`src/hdl/hbc_pkg.sv`:
```
package hbc_pkg;

	////////////////////////////////////////////////////////////////////////////
	// host bus timing, times in ns
	localparam int CLK_PERIOD_NS = 25;
	localparam int SETUP_NS = 25;
	localparam int STROBE_NS = 100;
	localparam int HOLD_NS = 25;
	// least times round up, never below one cycle
	localparam int SETUP_CYC_I = (SETUP_NS + CLK_PERIOD_NS - 1) / CLK_PERIOD_NS;
	localparam int STROBE_CYC_I = (STROBE_NS + CLK_PERIOD_NS - 1) / CLK_PERIOD_NS;
	localparam int HOLD_CYC_I = (HOLD_NS + CLK_PERIOD_NS - 1) / CLK_PERIOD_NS;
	localparam logic [7:0] SETUP_CYC = 8'((SETUP_CYC_I < 1) ? 1 : SETUP_CYC_I);
	localparam logic [7:0] STROBE_CYC = 8'((STROBE_CYC_I < 1) ? 1 : STROBE_CYC_I);
	localparam logic [7:0] HOLD_CYC = 8'((HOLD_CYC_I < 1) ? 1 : HOLD_CYC_I);

	////////////////////////////////////////////////////////////////////////////
	// device register addresses on the 8-bit host bus
	localparam logic [3:0] DEV_COMMAND = 4'h2;
	localparam logic [3:0] DEV_LINE_SET_LOW = 4'h6;
	localparam logic [3:0] DEV_LINE_SET_HIGH = 4'h7;
	localparam logic [3:0] DEV_LINES_DONE_LOW = 4'h8;
	localparam logic [3:0] DEV_LINES_DONE_HIGH = 4'h9;
	localparam logic [3:0] DEV_TABLE_BUFFER = 4'ha;
	localparam logic [3:0] DEV_OP_MODE = 4'hb;
	localparam logic [3:0] DEV_MARKER = 4'hc;
	localparam logic [3:0] DEV_SCALE = 4'hd;

	// device field positions
	localparam int CMD_START_BIT = 1;
	localparam int CMD_TABLE_BIT = 2;
	localparam int CMD_PAUSE_BIT = 3;
	localparam int MODE_THROUGH_BIT = 1;
	localparam int MODE_LIO_LOAD_BIT = 2;
	localparam int MODE_LIO_STORE_BIT = 3;
	localparam int ENTRY_SYMBOL_BIT = 15;

	// device value limits
	localparam logic [15:0] LINE_MAX = 16'hffff;
	localparam logic [15:0] LINE_NONE = 16'h0000;
	localparam logic [15:0] LINE_REF_LOAD = 16'h0002;
	localparam logic [14:0] PROB_MIN = 15'h0001;
	localparam logic [14:0] PROB_MAX = 15'h5b12;
	localparam logic [10:0] TABLE_DEPTH = 11'h400;

	////////////////////////////////////////////////////////////////////////////
	// controller registers on apb (byte addresses)
	localparam logic [7:0] A_CTRL = 8'h00;
	localparam logic [7:0] A_LINES = 8'h04;
	localparam logic [7:0] A_MODE = 8'h08;
	localparam logic [7:0] A_SCALE = 8'h0c;
	localparam logic [7:0] A_MARKER = 8'h10;
	localparam logic [7:0] A_TABLE_WORD = 8'h14;
	localparam logic [7:0] A_RESULT = 8'h18;
	localparam logic [7:0] A_RAW = 8'h1c;
	localparam logic [7:0] A_STATUS = 8'h20;

	typedef enum logic [3:0] {
		OP_NONE = 4'h0,
		OP_SET_LINES = 4'h1,
		OP_REWRITE_LINES = 4'h2,
		OP_SET_MODE = 4'h3,
		OP_SET_SCALE = 4'h4,
		OP_SET_MARKER = 4'h5,
		OP_TABLE_WRITE = 4'h6,
		OP_TABLE_READ = 4'h7,
		OP_READ_LINES = 4'h8,
		OP_READ_MARKER = 4'h9,
		OP_RAW_WRITE = 4'ha,
		OP_RAW_READ = 4'hb,
		OP_END_PROC = 4'hc
	} hbc_op_type;

	typedef enum logic [3:0] {
		ERR_NONE = 4'h0,
		ERR_BUSY = 4'h1,
		ERR_ZERO_LINES = 4'h2,
		ERR_NOT_RUNNING = 4'h3,
		ERR_TABLE_CLOSED = 4'h4,
		ERR_TABLE_MIX = 4'h5,
		ERR_TABLE_VALUE = 4'h6,
		ERR_MODE = 4'h7,
		ERR_START = 4'h8,
		ERR_OPCODE = 4'h9
	} hbc_err_type;

	typedef enum logic [1:0] {
		SQ_IDLE = 2'b00,
		SQ_ISSUE = 2'b01,
		SQ_WAIT = 2'b11
	} hbc_seq_type;

	typedef enum logic [1:0] {
		BC_IDLE = 2'b00,
		BC_SETUP = 2'b01,
		BC_STROBE = 2'b11,
		BC_HOLD = 2'b10
	} hbc_bus_type;

endpackage

```
`src/hdl/hbc_bus_cycle.sv`:
```
module hbc_bus_cycle
	import hbc_pkg::*;
(
	input wire logic pclk,
	input wire logic presetn,
	input wire logic start,
	input wire logic wr,
	input wire logic [3:0] addr,
	input wire logic [7:0] wdata,
	output logic done,
	output logic [7:0] rdata,
	output logic [3:0] hb_addr,
	output logic hb_cs_n,
	output logic hb_rd_n,
	output logic hb_wr_n,
	output logic [7:0] hb_data_out,
	output logic hb_data_oe_n,
	input wire logic [7:0] hb_data_in
);

	hbc_bus_type state_r, state_nxt;
	logic [7:0] cnt_r, cnt_nxt;
	logic wr_r, wr_nxt;
	logic [3:0] addr_r, addr_nxt;
	logic [7:0] dout_r, dout_nxt;
	logic [7:0] rdata_r, rdata_nxt;
	logic done_r, done_nxt;

	always_comb begin
		state_nxt = state_r;
		cnt_nxt = cnt_r;
		wr_nxt = wr_r;
		addr_nxt = addr_r;
		dout_nxt = dout_r;
		rdata_nxt = rdata_r;
		done_nxt = 1'b0;
		case (state_r)
			BC_IDLE: begin
				if (start) begin
					state_nxt = BC_SETUP;
					cnt_nxt = SETUP_CYC;
					wr_nxt = wr;
					addr_nxt = addr;
					dout_nxt = wdata;
				end
			end
			BC_SETUP: begin
				cnt_nxt = cnt_r - 8'h01;
				if (cnt_r == 8'h01) begin
					state_nxt = BC_STROBE;
					cnt_nxt = STROBE_CYC;
				end
			end
			BC_STROBE: begin
				cnt_nxt = cnt_r - 8'h01;
				if (cnt_r == 8'h01) begin
					// data is taken while the strobe is still low
					if (!wr_r)
						rdata_nxt = hb_data_in;
					state_nxt = BC_HOLD;
					cnt_nxt = HOLD_CYC;
				end
			end
			BC_HOLD: begin
				cnt_nxt = cnt_r - 8'h01;
				if (cnt_r == 8'h01) begin
					state_nxt = BC_IDLE;
					done_nxt = 1'b1;
				end
			end
			default: state_nxt = BC_IDLE;
		endcase
	end

	always_ff @(posedge pclk or negedge presetn) begin
		if (!presetn) begin
			state_r <= BC_IDLE;
			cnt_r <= 8'h00;
			wr_r <= 1'b0;
			addr_r <= 4'h0;
			dout_r <= 8'h00;
			rdata_r <= 8'h00;
			done_r <= 1'b0;
		end else begin
			state_r <= state_nxt;
			cnt_r <= cnt_nxt;
			wr_r <= wr_nxt;
			addr_r <= addr_nxt;
			dout_r <= dout_nxt;
			rdata_r <= rdata_nxt;
			done_r <= done_nxt;
		end
	end

	assign done = done_r;
	assign rdata = rdata_r;
	assign hb_addr = addr_r;
	assign hb_cs_n = (state_r == BC_IDLE);
	assign hb_rd_n = !((state_r == BC_STROBE) && !wr_r);
	assign hb_wr_n = !((state_r == BC_STROBE) && wr_r);
	assign hb_data_out = dout_r;
	// drive the data lines for the whole write cycle, release them for reads
	assign hb_data_oe_n = !((state_r != BC_IDLE) && wr_r);

endmodule

```
`src/hdl/hbc_host_ctrl.sv`:
```
// Register access over APB was left to the implementer.
module hbc_host_ctrl
	import hbc_pkg::*;
(
	input wire logic pclk,
	input wire logic presetn,
	input wire logic psel,
	input wire logic penable,
	input wire logic pwrite,
	input wire logic [7:0] paddr,
	input wire logic [31:0] pwdata,
	output logic [31:0] prdata,
	output logic pready,
	output logic pslverr,
	output logic [3:0] hb_addr,
	output logic hb_cs_n,
	output logic hb_rd_n,
	output logic hb_wr_n,
	output logic [7:0] hb_data_out,
	output logic hb_data_oe_n,
	input wire logic [7:0] hb_data_in
);

	////////////////////////////////////////////////////////////////////////////
	// software-facing settings
	logic [15:0] lines_r, lines_nxt;
	logic [7:0] mode_r, mode_nxt;
	logic [7:0] scale_r, scale_nxt;
	logic [7:0] marker_r, marker_nxt;
	logic [15:0] tword_r, tword_nxt;
	logic [11:0] raw_r, raw_nxt;
	logic [15:0] result_r, result_nxt;
	hbc_err_type err_r, err_nxt;

	// tracking of the device's state
	logic running_r, running_nxt;
	logic start_max_r, start_max_nxt;
	logic lines_loaded_r, lines_loaded_nxt;
	logic mode_set_r, mode_set_nxt;
	logic table_open_r, table_open_nxt;
	logic table_used_r, table_used_nxt;
	logic table_store_r, table_store_nxt;
	logic [10:0] table_idx_r, table_idx_nxt;

	// byte access sequence, up to four accesses per order
	hbc_seq_type seq_r, seq_nxt;
	hbc_op_type op_r, op_nxt;
	logic [1:0] step_r, step_nxt;
	logic [1:0] last_r, last_nxt;
	logic wr_r, wr_nxt;
	logic [3:0] saddr_r [4];
	logic [3:0] saddr_nxt [4];
	logic [7:0] sdata_r [4];
	logic [7:0] sdata_nxt [4];

	logic bus_done;
	logic [7:0] bus_rdata;
	logic apb_wr;
	logic mapped;
	hbc_op_type req;
	logic lio_load;
	logic lio_store;
	logic pause_req;

	assign apb_wr = psel && penable && pwrite;
	assign req = hbc_op_type'(pwdata[3:0]);
	assign lio_load = mode_r[MODE_THROUGH_BIT] && mode_r[MODE_LIO_LOAD_BIT];
	assign lio_store = mode_r[MODE_THROUGH_BIT] && mode_r[MODE_LIO_STORE_BIT];
	assign pause_req = raw_r[CMD_PAUSE_BIT];

	////////////////////////////////////////////////////////////////////////////
	// apb slave: zero wait states, unmapped offsets answer with an error
	always_comb begin
		mapped = 1'b1;
		prdata = 32'h0000_0000;
		case (paddr)
			A_CTRL: prdata = {27'h000_0000, seq_r != SQ_IDLE, err_r};
			A_LINES: prdata = {16'h0000, lines_r};
			A_MODE: prdata = {24'h00_0000, mode_r};
			A_SCALE: prdata = {24'h00_0000, scale_r};
			A_MARKER: prdata = {24'h00_0000, marker_r};
			A_TABLE_WORD: prdata = {16'h0000, tword_r};
			A_RESULT: prdata = {16'h0000, result_r};
			A_RAW: prdata = {20'h0_0000, raw_r};
			A_STATUS: prdata = {16'h0000, running_r, table_open_r, table_used_r,
				table_store_r, 1'b0, table_idx_r};
			default: mapped = 1'b0;
		endcase
	end
	assign pready = 1'b1;
	assign pslverr = psel && penable && !mapped;

	////////////////////////////////////////////////////////////////////////////
	// order acceptance and sequencing
	always_comb begin
		lines_nxt = lines_r;
		mode_nxt = mode_r;
		scale_nxt = scale_r;
		marker_nxt = marker_r;
		tword_nxt = tword_r;
		raw_nxt = raw_r;
		result_nxt = result_r;
		err_nxt = err_r;
		running_nxt = running_r;
		start_max_nxt = start_max_r;
		lines_loaded_nxt = lines_loaded_r;
		mode_set_nxt = mode_set_r;
		table_open_nxt = table_open_r;
		table_used_nxt = table_used_r;
		table_store_nxt = table_store_r;
		table_idx_nxt = table_idx_r;
		seq_nxt = seq_r;
		op_nxt = op_r;
		step_nxt = step_r;
		last_nxt = last_r;
		wr_nxt = wr_r;
		saddr_nxt = saddr_r;
		sdata_nxt = sdata_r;

		if (apb_wr) begin
			case (paddr)
				A_LINES: lines_nxt = pwdata[15:0];
				A_MODE: mode_nxt = pwdata[7:0];
				A_SCALE: scale_nxt = pwdata[7:0];
				A_MARKER: marker_nxt = pwdata[7:0];
				A_TABLE_WORD: tword_nxt = pwdata[15:0];
				A_RAW: raw_nxt = pwdata[11:0];
				default: ;
			endcase
		end

		if (apb_wr && paddr == A_CTRL) begin
			if (seq_r != SQ_IDLE) begin
				err_nxt = ERR_BUSY;
			end else begin
				err_nxt = ERR_NONE;
				op_nxt = req;
				step_nxt = 2'd0;
				wr_nxt = 1'b1;
				last_nxt = 2'd0;
				seq_nxt = SQ_ISSUE;
				case (req)
					OP_SET_LINES: begin
						if (lines_r == LINE_NONE) begin
							err_nxt = ERR_ZERO_LINES;
							seq_nxt = SQ_IDLE;
						end else begin
							saddr_nxt[0] = DEV_LINE_SET_LOW;
							sdata_nxt[0] = lines_r[7:0];
							saddr_nxt[1] = DEV_LINE_SET_HIGH;
							sdata_nxt[1] = lines_r[15:8];
							last_nxt = 2'd1;
							lines_loaded_nxt = 1'b1;
						end
					end
					OP_REWRITE_LINES: begin
						if (!running_r || lines_r == LINE_NONE) begin
							err_nxt = running_r ? ERR_ZERO_LINES : ERR_NOT_RUNNING;
							seq_nxt = SQ_IDLE;
						end else if (start_max_r && !lines_loaded_r) begin
							// one free rewrite after a start with the maximum count
							saddr_nxt[0] = DEV_LINE_SET_LOW;
							sdata_nxt[0] = lines_r[7:0];
							saddr_nxt[1] = DEV_LINE_SET_HIGH;
							sdata_nxt[1] = lines_r[15:8];
							last_nxt = 2'd1;
							lines_loaded_nxt = 1'b1;
						end else begin
							// restore the maximum first so the device takes the new value
							saddr_nxt[0] = DEV_LINE_SET_LOW;
							sdata_nxt[0] = LINE_MAX[7:0];
							saddr_nxt[1] = DEV_LINE_SET_HIGH;
							sdata_nxt[1] = LINE_MAX[15:8];
							saddr_nxt[2] = DEV_LINE_SET_LOW;
							sdata_nxt[2] = lines_r[7:0];
							saddr_nxt[3] = DEV_LINE_SET_HIGH;
							sdata_nxt[3] = lines_r[15:8];
							last_nxt = 2'd3;
							lines_loaded_nxt = 1'b1;
						end
					end
					OP_SET_MODE: begin
						if (mode_r[MODE_LIO_LOAD_BIT] && mode_r[MODE_LIO_STORE_BIT]) begin
							err_nxt = ERR_MODE;
							seq_nxt = SQ_IDLE;
						end else begin
							saddr_nxt[0] = DEV_OP_MODE;
							sdata_nxt[0] = mode_r;
							mode_set_nxt = 1'b1;
						end
					end
					OP_SET_SCALE: begin
						saddr_nxt[0] = DEV_SCALE;
						sdata_nxt[0] = scale_r;
					end
					OP_SET_MARKER: begin
						saddr_nxt[0] = DEV_MARKER;
						sdata_nxt[0] = marker_r;
					end
					OP_TABLE_WRITE, OP_TABLE_READ: begin
						if (!table_open_r || table_idx_r == TABLE_DEPTH) begin
							err_nxt = ERR_TABLE_CLOSED;
							seq_nxt = SQ_IDLE;
						end else if (table_used_r && table_store_r != (req == OP_TABLE_READ)) begin
							err_nxt = ERR_TABLE_MIX;
							seq_nxt = SQ_IDLE;
						end else if (req == OP_TABLE_WRITE &&
							(tword_r[14:0] < PROB_MIN || tword_r[14:0] > PROB_MAX)) begin
							err_nxt = ERR_TABLE_VALUE;
							seq_nxt = SQ_IDLE;
						end else begin
							// low byte first, the device steps its address after each byte
							saddr_nxt[0] = DEV_TABLE_BUFFER;
							sdata_nxt[0] = tword_r[7:0];
							saddr_nxt[1] = DEV_TABLE_BUFFER;
							sdata_nxt[1] = tword_r[15:8];
							last_nxt = 2'd1;
							wr_nxt = (req == OP_TABLE_WRITE);
							table_used_nxt = 1'b1;
							table_store_nxt = (req == OP_TABLE_READ);
						end
					end
					OP_READ_LINES: begin
						saddr_nxt[0] = DEV_LINES_DONE_LOW;
						saddr_nxt[1] = DEV_LINES_DONE_HIGH;
						last_nxt = 2'd1;
						wr_nxt = 1'b0;
					end
					OP_READ_MARKER: begin
						saddr_nxt[0] = DEV_MARKER;
						wr_nxt = 1'b0;
						result_nxt = 16'h0000;
					end
					OP_RAW_WRITE: begin
						saddr_nxt[0] = raw_r[11:8];
						sdata_nxt[0] = raw_r[7:0];
						if (raw_r[11:8] == DEV_COMMAND && raw_r[CMD_START_BIT]) begin
							if (!lines_loaded_r || !mode_set_r ||
								((lio_load || lio_store) && pause_req) ||
								(lio_load && lines_r != LINE_REF_LOAD)) begin
								err_nxt = ERR_START;
								seq_nxt = SQ_IDLE;
							end else begin
								running_nxt = 1'b1;
								start_max_nxt = (lines_r == LINE_MAX);
								lines_loaded_nxt = 1'b0;
							end
						end
						if (raw_r[11:8] == DEV_COMMAND && !raw_r[CMD_START_BIT]) begin
							// opening a session restarts the device at entry zero
							if (raw_r[CMD_TABLE_BIT] && !table_open_r) begin
								table_idx_nxt = 11'h000;
								table_used_nxt = 1'b0;
							end
							table_open_nxt = raw_r[CMD_TABLE_BIT];
						end
					end
					OP_RAW_READ: begin
						saddr_nxt[0] = raw_r[11:8];
						wr_nxt = 1'b0;
						result_nxt = 16'h0000;
					end
					OP_END_PROC: begin
						running_nxt = 1'b0;
						seq_nxt = SQ_IDLE;
					end
					default: begin
						err_nxt = ERR_OPCODE;
						seq_nxt = SQ_IDLE;
					end
				endcase
			end
		end

		case (seq_r)
			SQ_IDLE: ;
			SQ_ISSUE: seq_nxt = SQ_WAIT;
			SQ_WAIT: begin
				if (bus_done) begin
					if (!wr_r) begin
						if (step_r == 2'd0)
							result_nxt[7:0] = bus_rdata;
						else
							result_nxt[15:8] = bus_rdata;
					end
					if (step_r == last_r) begin
						seq_nxt = SQ_IDLE;
						if (op_r == OP_TABLE_WRITE || op_r == OP_TABLE_READ)
							table_idx_nxt = table_idx_r + 11'h001;
					end else begin
						step_nxt = step_r + 2'd1;
						seq_nxt = SQ_ISSUE;
					end
				end
			end
			default: seq_nxt = SQ_IDLE;
		endcase
	end

	always_ff @(posedge pclk or negedge presetn) begin
		if (!presetn) begin
			lines_r <= 16'h0000;
			mode_r <= 8'h00;
			scale_r <= 8'h00;
			marker_r <= 8'h00;
			tword_r <= 16'h0000;
			raw_r <= 12'h000;
			result_r <= 16'h0000;
			err_r <= ERR_NONE;
			running_r <= 1'b0;
			start_max_r <= 1'b0;
			lines_loaded_r <= 1'b0;
			mode_set_r <= 1'b0;
			table_open_r <= 1'b0;
			table_used_r <= 1'b0;
			table_store_r <= 1'b0;
			table_idx_r <= 11'h000;
			seq_r <= SQ_IDLE;
			op_r <= OP_NONE;
			step_r <= 2'd0;
			last_r <= 2'd0;
			wr_r <= 1'b0;
			saddr_r <= '{default: 4'h0};
			sdata_r <= '{default: 8'h00};
		end else begin
			lines_r <= lines_nxt;
			mode_r <= mode_nxt;
			scale_r <= scale_nxt;
			marker_r <= marker_nxt;
			tword_r <= tword_nxt;
			raw_r <= raw_nxt;
			result_r <= result_nxt;
			err_r <= err_nxt;
			running_r <= running_nxt;
			start_max_r <= start_max_nxt;
			lines_loaded_r <= lines_loaded_nxt;
			mode_set_r <= mode_set_nxt;
			table_open_r <= table_open_nxt;
			table_used_r <= table_used_nxt;
			table_store_r <= table_store_nxt;
			table_idx_r <= table_idx_nxt;
			seq_r <= seq_nxt;
			op_r <= op_nxt;
			step_r <= step_nxt;
			last_r <= last_nxt;
			wr_r <= wr_nxt;
			saddr_r <= saddr_nxt;
			sdata_r <= sdata_nxt;
		end
	end

	////////////////////////////////////////////////////////////////////////////
	// one byte access on the device's host bus
	hbc_bus_cycle u_cycle (
		.pclk(pclk),
		.presetn(presetn),
		.start(seq_r == SQ_ISSUE),
		.wr(wr_r),
		.addr(saddr_r[step_r]),
		.wdata(sdata_r[step_r]),
		.done(bus_done),
		.rdata(bus_rdata),
		.hb_addr(hb_addr),
		.hb_cs_n(hb_cs_n),
		.hb_rd_n(hb_rd_n),
		.hb_wr_n(hb_wr_n),
		.hb_data_out(hb_data_out),
		.hb_data_oe_n(hb_data_oe_n),
		.hb_data_in(hb_data_in)
	);

endmodule

```
`config.mk`:
```
export PLATFORM = sky130hd
export DESIGN_NAME = hbc_host_ctrl
export DESIGN_NICKNAME = d
export VERILOG_FILES = /design/src/hdl/hbc_pkg.sv /design/src/hdl/hbc_bus_cycle.sv /design/src/hdl/hbc_host_ctrl.sv
export SDC_FILE = /design/constraint.sdc
export NUM_CORES = 1
export LEC_CHECK = 0
export BUFFER_PORTS_ARGS = -buffer_cell sky130_fd_sc_hd__buf_2
export CAP_MARGIN = 25
export CORE_ASPECT_RATIO = 1.25
export CORE_MARGIN = 2
export CORE_UTILIZATION = 60
export CTS_BUF_LIST = sky130_fd_sc_hd__clkbuf_4 sky130_fd_sc_hd__clkbuf_8
export DETAILED_ROUTE_END_ITERATION = 10
export GPL_TIMING_DRIVEN = 0
export PLACE_DENSITY = 0.81
export SLEW_MARGIN = 20
export SYNTH_ARGS = -nofsm -noshare
export SYNTH_HDL_FRONTEND = slang
export SYNTH_SLANG_ARGS = --single-unit
```
`constraint.sdc`:
```
create_clock -name pclk -period 5 [get_ports pclk]
set_input_delay 0.75 -clock pclk [delete_from_list [all_inputs] [get_ports pclk]]
set_output_delay 0.75 -clock pclk [all_outputs]
set_load 0.005 [all_outputs]
```
Word level (Yosys, flattened, before mapping)
Cells that the tools add are included.
{"block": "totals", "elab_cells": 286, "reg_bits": 191, "in_bits": 53, "output_inout_bits": 50}
{"block": "classes", "n_lt_le_gt_ge": 3, "n_bitwise": 10, "addsub": 3, "n_reduce_logical": 80, "muxes": 106, "n_eq_ne": 48}
{"op": "16-bit two-way mux", "count": 13}
{"op": "16-bit one-hot mux with 9 select lines", "count": 1}
{"op": "11-bit two-way mux", "count": 9}
{"op": "8-bit two-way mux", "count": 12}
{"op": "8-bit one-hot mux with 7 select lines", "count": 1}
{"op": "8-bit by 5-bit equality test with 1-bit output, second input constant", "count": 4}
{"op": "2-bit two-way mux", "count": 16}
{"op": "32-bit two-way mux", "count": 1}
{"op": "4-bit one-hot mux with 8 select lines", "count": 1}
{"op": "8-bit one-hot mux with 4 select lines", "count": 1}
{"op": "1-bit two-way mux", "count": 27}
{"op": "4-bit by 3-bit equality test with 1-bit output, second input constant", "count": 6}
{"op": "4-bit two-way mux", "count": 6}
{"op": "4-bit one-hot mux with 6 select lines", "count": 1}
{"op": "8-bit one-hot mux with 3 select lines", "count": 1}
{"op": "8-bit AND reduction", "count": 3}
{"op": "4-bit equality test, second input constant", "count": 5}
{"op": "2-bit inequality test, second input constant", "count": 10}
{"op": "1-bit logical AND", "count": 18}
{"op": "9-bit AND reduction", "count": 2}
{"op": "8-bit binary-select mux with 2-bit select", "count": 1}
{"op": "16-bit equality test, second input constant", "count": 1}
{"op": "8-bit by 4-bit equality test with 1-bit output, second input constant", "count": 2}
{"op": "16-bit zero test", "count": 1}
{"op": "other kinds (49)", "count": 107}

Logic depth before layout (Yosys ltp)
{"block": "logic_depth", "depth_word": 12, "ltp_mapped": 9, "mapped_depth_nobuf": 7}

Cells and area by module
From an unflattened synthesis, not the netlist that was laid out.
{"block": "hier_totals", "cells_unflattened": 954, "area_unflattened_um2": 10090.9}
{"module": "hbc_host_ctrl", "seq_area_each_um2": 3928.8, "area_each_um2": 8655.8, "cells_per_inst": 844, "n_inst": 1}
{"module": "hbc_bus_cycle", "seq_area_each_um2": 800.8, "area_each_um2": 1435.1, "cells_per_inst": 110, "n_inst": 1}

Worst setup path before layout
Ideal clock, no wire load.
{"block": "synth_timing", "path_kind": "input port to flip-flop", "from": "in paddr[3]", "to": "reg sdata_r[10] (netlist name)", "setup_time_ns": 0.125, "cell_stages": 9, "n_path_buf": 4, "t_required_ns": 4.875, "path_slack_ns": 1.651, "arrival_time_ns": 3.224, "cell_sequence": "buf_2 -> or4_1 -> buf_2 -> or3_4 -> or3_1 -> buf_6 -> nor3_4 -> buf_8 -> mux2_4"}
{"block": "synth_via", "elab_chain_len": 3}
{"element": "start, declared", "line_no": "hbc_host_ctrl.sv:10", "text": "input wire logic [7:0] paddr,"}
{"element": "8-bit zero test", "line_no": "hbc_host_ctrl.sv:132", "text": "if (apb_wr && paddr == A_CTRL) begin"}
{"element": "1-bit logical AND", "line_no": "hbc_host_ctrl.sv:132"}
{"element": "5-bit AND reduction (no source line)"}
{"element": "end signal, assigned", "line_no": "hbc_host_ctrl.sv:348", "text": "sdata_r <= sdata_nxt;"}
{"element": "end, declared", "line_no": "hbc_host_ctrl.sv:53", "text": "logic [7:0] sdata_r [4];"}
No other way between the ends.
A chain may end at the register's enable or synchronous reset.

Worst setup path after layout
{"block": "layout_timing", "from": "in paddr[3]", "to": "out prdata[1]"}
{"block": "layout_via", "elab_chain_len": 2, "elab_cells_between_ends": 10, "cone_classes": "eq/ne (8); mux (1); reduce/logical (1)"}
{"element": "8-bit by 6-bit equality test with 1-bit output, or another cell as far along", "line_no": "hbc_host_ctrl.sv:76", "text": "case (paddr)"}
{"element": "16-bit one-hot mux with 9 select lines *", "line_no": "hbc_host_ctrl.sv:76"}
{"element": "end, declared", "line_no": "hbc_host_ctrl.sv:12", "text": "output logic [31:0] prdata,"}
Mark *: on every way between the ends. The rest lies on a longest branch, timed or not.

==> flow_metrics.env <==
export IMPL_finalWeightedCongestion=0.993
export IMPL_critPathMostFrequentCell="buf_2"
export IMPL_drv_cap=0
export IMPL_cp_end_kind="primary output"
export IMPL_die_h_um=149
export IMPL_crit_family="simple AND/OR/NAND/NOR gates"
export IMPL_hold_class="in2async"
export IMPL_drtAntennaViolNets=0
export IMPL_synth_edf_count=0
export IMPL_period_share=0.836
export IMPL_synth_xor_area_frac=0.0113
export IMPL_ctsResizeCount=0
export IMPL_worstMarginPinSlew_ns=1.08
export IMPL_vias=8620
export IMPL_finalNetCount=1138
export IMPL_ys_seq_elements=189
export IMPL_syn_inst=975
export IMPL_dieArea_um2=17900
export IMPL_drive_gt1_frac=0.236
export IMPL_synth_top_area_cell="dfrtp_1"
export IMPL_portBuffers=65
export IMPL_grt_pass1_wl_um=49000
export IMPL_cts_sinks=189
export IMPL_synth_compound_area_frac=0.146
export IMPL_ys_seq_area_frac=0.468
export IMPL_drt_iter0_drc=766
export IMPL_std_cell_rows=53
export IMPL_synthTopCellsByCount="dfrtp_1 (189), nand2_1 (121), mux2_2 (102)"
export IMPL_synth_area_um2=10100
export IMPL_worst_hold_slack_ns=0.164
export IMPL_worstSkewPairLatency_ns=0.50
export IMPL_cp_data_required_time_ns=4.25
export IMPL_fin_tns_setup_ns=0
export IMPL_synth_cell_types=71
export IMPL_cts_buffers=17
export IMPL_post_synth_top_count_cell="dfrtp_1"
export IMPL_status="finished, final reports clean"
export IMPL_boundaryPins=103
export IMPL_synthMuxAreaShare=0.164
export IMPL_max_stage_delay_ns=0.86
export IMPL_fin_skew_ns=0.0180
export IMPL_yosys_area_share_adder=0.00620
export IMPL_start_util=0.607
export IMPL_synth_top_area_frac=0.468
export IMPL_cp_slowest_cell="nor3_1"
export IMPL_path_max_fanout=10
export IMPL_setup_viol_count_final=0
export IMPL_cts_setup_buffers=0
export IMPL_hold_buffers=0
export IMPL_slew_headroom=0.275
export IMPL_cts_root_buf="clkbuf_8"
export IMPL_powerDensity_nw_per_um2=262
export IMPL_async_flop_share=1.00
export IMPL_yosysWarningCount=0
export IMPL_wl_per_cell_um=24.4
export IMPL_drt_vias_per_instance=6.57
export IMPL_die_x_um=120
export IMPL_crit_chain="buf_2 > or4_1 > buf_2 > nor3_1 > clkbuf_1 > a32oi_1 > o211ai_1 > a221o_1 > buf_2"
export IMPL_grt_use_total=0.368
export IMPL_worstPathArrival_ns=3.43
export IMPL_firstDrtPassIters=5
export IMPL_num_fill_cells=1386
export IMPL_grt_pass1_vias=8361
export IMPL_seqCellArea_um2=4730
export IMPL_wl_um=32000
export IMPL_cts_buffer_depth=2
export IMPL_synth_ff_type="dfrtp_1"
export IMPL_peakVddDrop_mv=0.164
export IMPL_fmax_mhz=239
export IMPL_grt_max_degree=73
export IMPL_synth_simple_area_share=0.160
export IMPL_synth_top_family_by_area="multiplexers"
export IMPL_avgSynthCellArea_um2=10.4
export IMPL_dp_final_hpwl_um=24100
export IMPL_hold_viol=0
export IMPL_critPathKind="in2out"
export IMPL_drc_errors=0
export IMPL_clkTransAtPathRegs_ns=0.10
export IMPL_core_um2=16600
export IMPL_period_minus_slack_ns=4.18
export IMPL_antenna_found_initial=0
export IMPL_slew_viol_final=0
export IMPL_syn2layout_area_growth_pct=11.6
export IMPL_tritoncts="done"
export IMPL_critPathBufInv=4
export IMPL_h_tree_depth=4
export IMPL_rsz0062_at_grt="no"
export IMPL_cp_start_kind="input pin"
export IMPL_synth_top_cells_by_area="dfrtp_1 (47%), mux2_2 (11%), nand2_1 (4.5%)"
export IMPL_power_leakage_uw=0.00530
export IMPL_multi_input_area_um2=5010
export IMPL_grt_ovfl_total=0
export IMPL_antenna_cells=0
flip-flops by register name (all words and copies together) (netlist names), 2 cells and up:
register / flops
op_r: 3
err_r: 4
mode_r: 8
raw_r: 12
u_cycle.state_r: 2
u_cycle.rdata: 8
step_r: 2
u_cycle.hb_addr: 4
lines_r: 16
tword_r: 16
marker_r: 8
table_idx_r: 11
scale_r: 8
result_r: 16
u_cycle.hb_data_out: 8
seq_r: 2
saddr_r: 9
sdata_r: 32
last_r: 2
u_cycle.cnt_r: 8
report_power, final:
part	leakage (µW)	switching, µW	internal (µW)
logic	0.00258	199	116
clock network	0.000205	641	388
registers	0.00251	42.9	1570
final cells by class:
cell class,instances,share of cell area
plain buffers,72,0.0323
well taps,220,0.0244
clock inverters,14,0.0144
flip-flops and latches,189,0.420
clock buffers,18,0.0214
repair buffers,71,0.0371
inverters,19,0.00633
multi-input cells,710,0.444
through the flow:
step / utilization / instance area (µm²) / power (µW) / cells / setup WS [ns]
2_1_floorplan: - / 10200 / 1810 / 990 / 1.65
3_3_place_gp: 0.646 / 10800 / 1930 / 1275 / 0.142
3_5_place_dp: 0.653 / 10900 / 1950 / 1281 / 0.930
4_1_cts: 0.677 / 11300 / 2960 / 1313 / 0.906
5_1_grt: 0.677 / 11300 / 3050 / 1313 / 0.752
6_report: 0.677 / 11300 / 2950 / 1313 / 0.822
worst register-to-register path: stages, from the launching register on:
cell,delay [ns]
dfrtp_1,0.47
nor4_1,0.57
nand4_1,0.44
nand4_1,0.49
or4b_1,0.48
clkbuf_1,0.25
a221o_1,0.37
mux2_2,0.28
per-layer routing:
metal  part of all wire  track usage  up-vias  routed length, µm
met5                  0            0        -                  0
met4              0.064        0.224        0               2040
met3              0.077       0.0669      131               2460
met2               0.48        0.598      491              15300
met1               0.38        0.459     4222              12200
li1                   -            -     3776                  -
cells in the final DEF, fill, tap and decap left out, types with 24 or more instances in the layout:
master and count:
a22o_1 24, mux2_2 102, nand3_1 26, nand2_1 121
a21oi_1 30, o21ai_0 58, nor2_1 58, clkbuf_1 43
dfrtp_1 189, buf_2 68
cells by family after synthesis:
family                     Yosys count
and+or+nand+nor                    323
other                                2
DFF                                189
adders and majority gates            5
muxes                              139
AOI/OAI and AO/OA                  213
xor gates and xnor gates            13
buffers and inverters               91
final timing paths:
kind / startpoint / to / slack (ns) / depth (start not counted)
min in group pclk: hb_data_in[6] / u_cycle.rdata[6] / 0.47 / 2
worst min register to register: u_cycle.hb_addr[3] / u_cycle.hb_addr[3] / 0.48 / 2
worst max register to register: lines_r[14] / sdata_r[16] / 1.55 / 7
worst max-delay path: paddr[3] / prdata[1] / 0.82 / 9
max in group asynchronous: presetn / marker_r[0] / 4.13 / 2
worst min-delay path: presetn / u_cycle.cnt_r[7] / 0.16 / 1
Power figures use the tool's default switching activity.
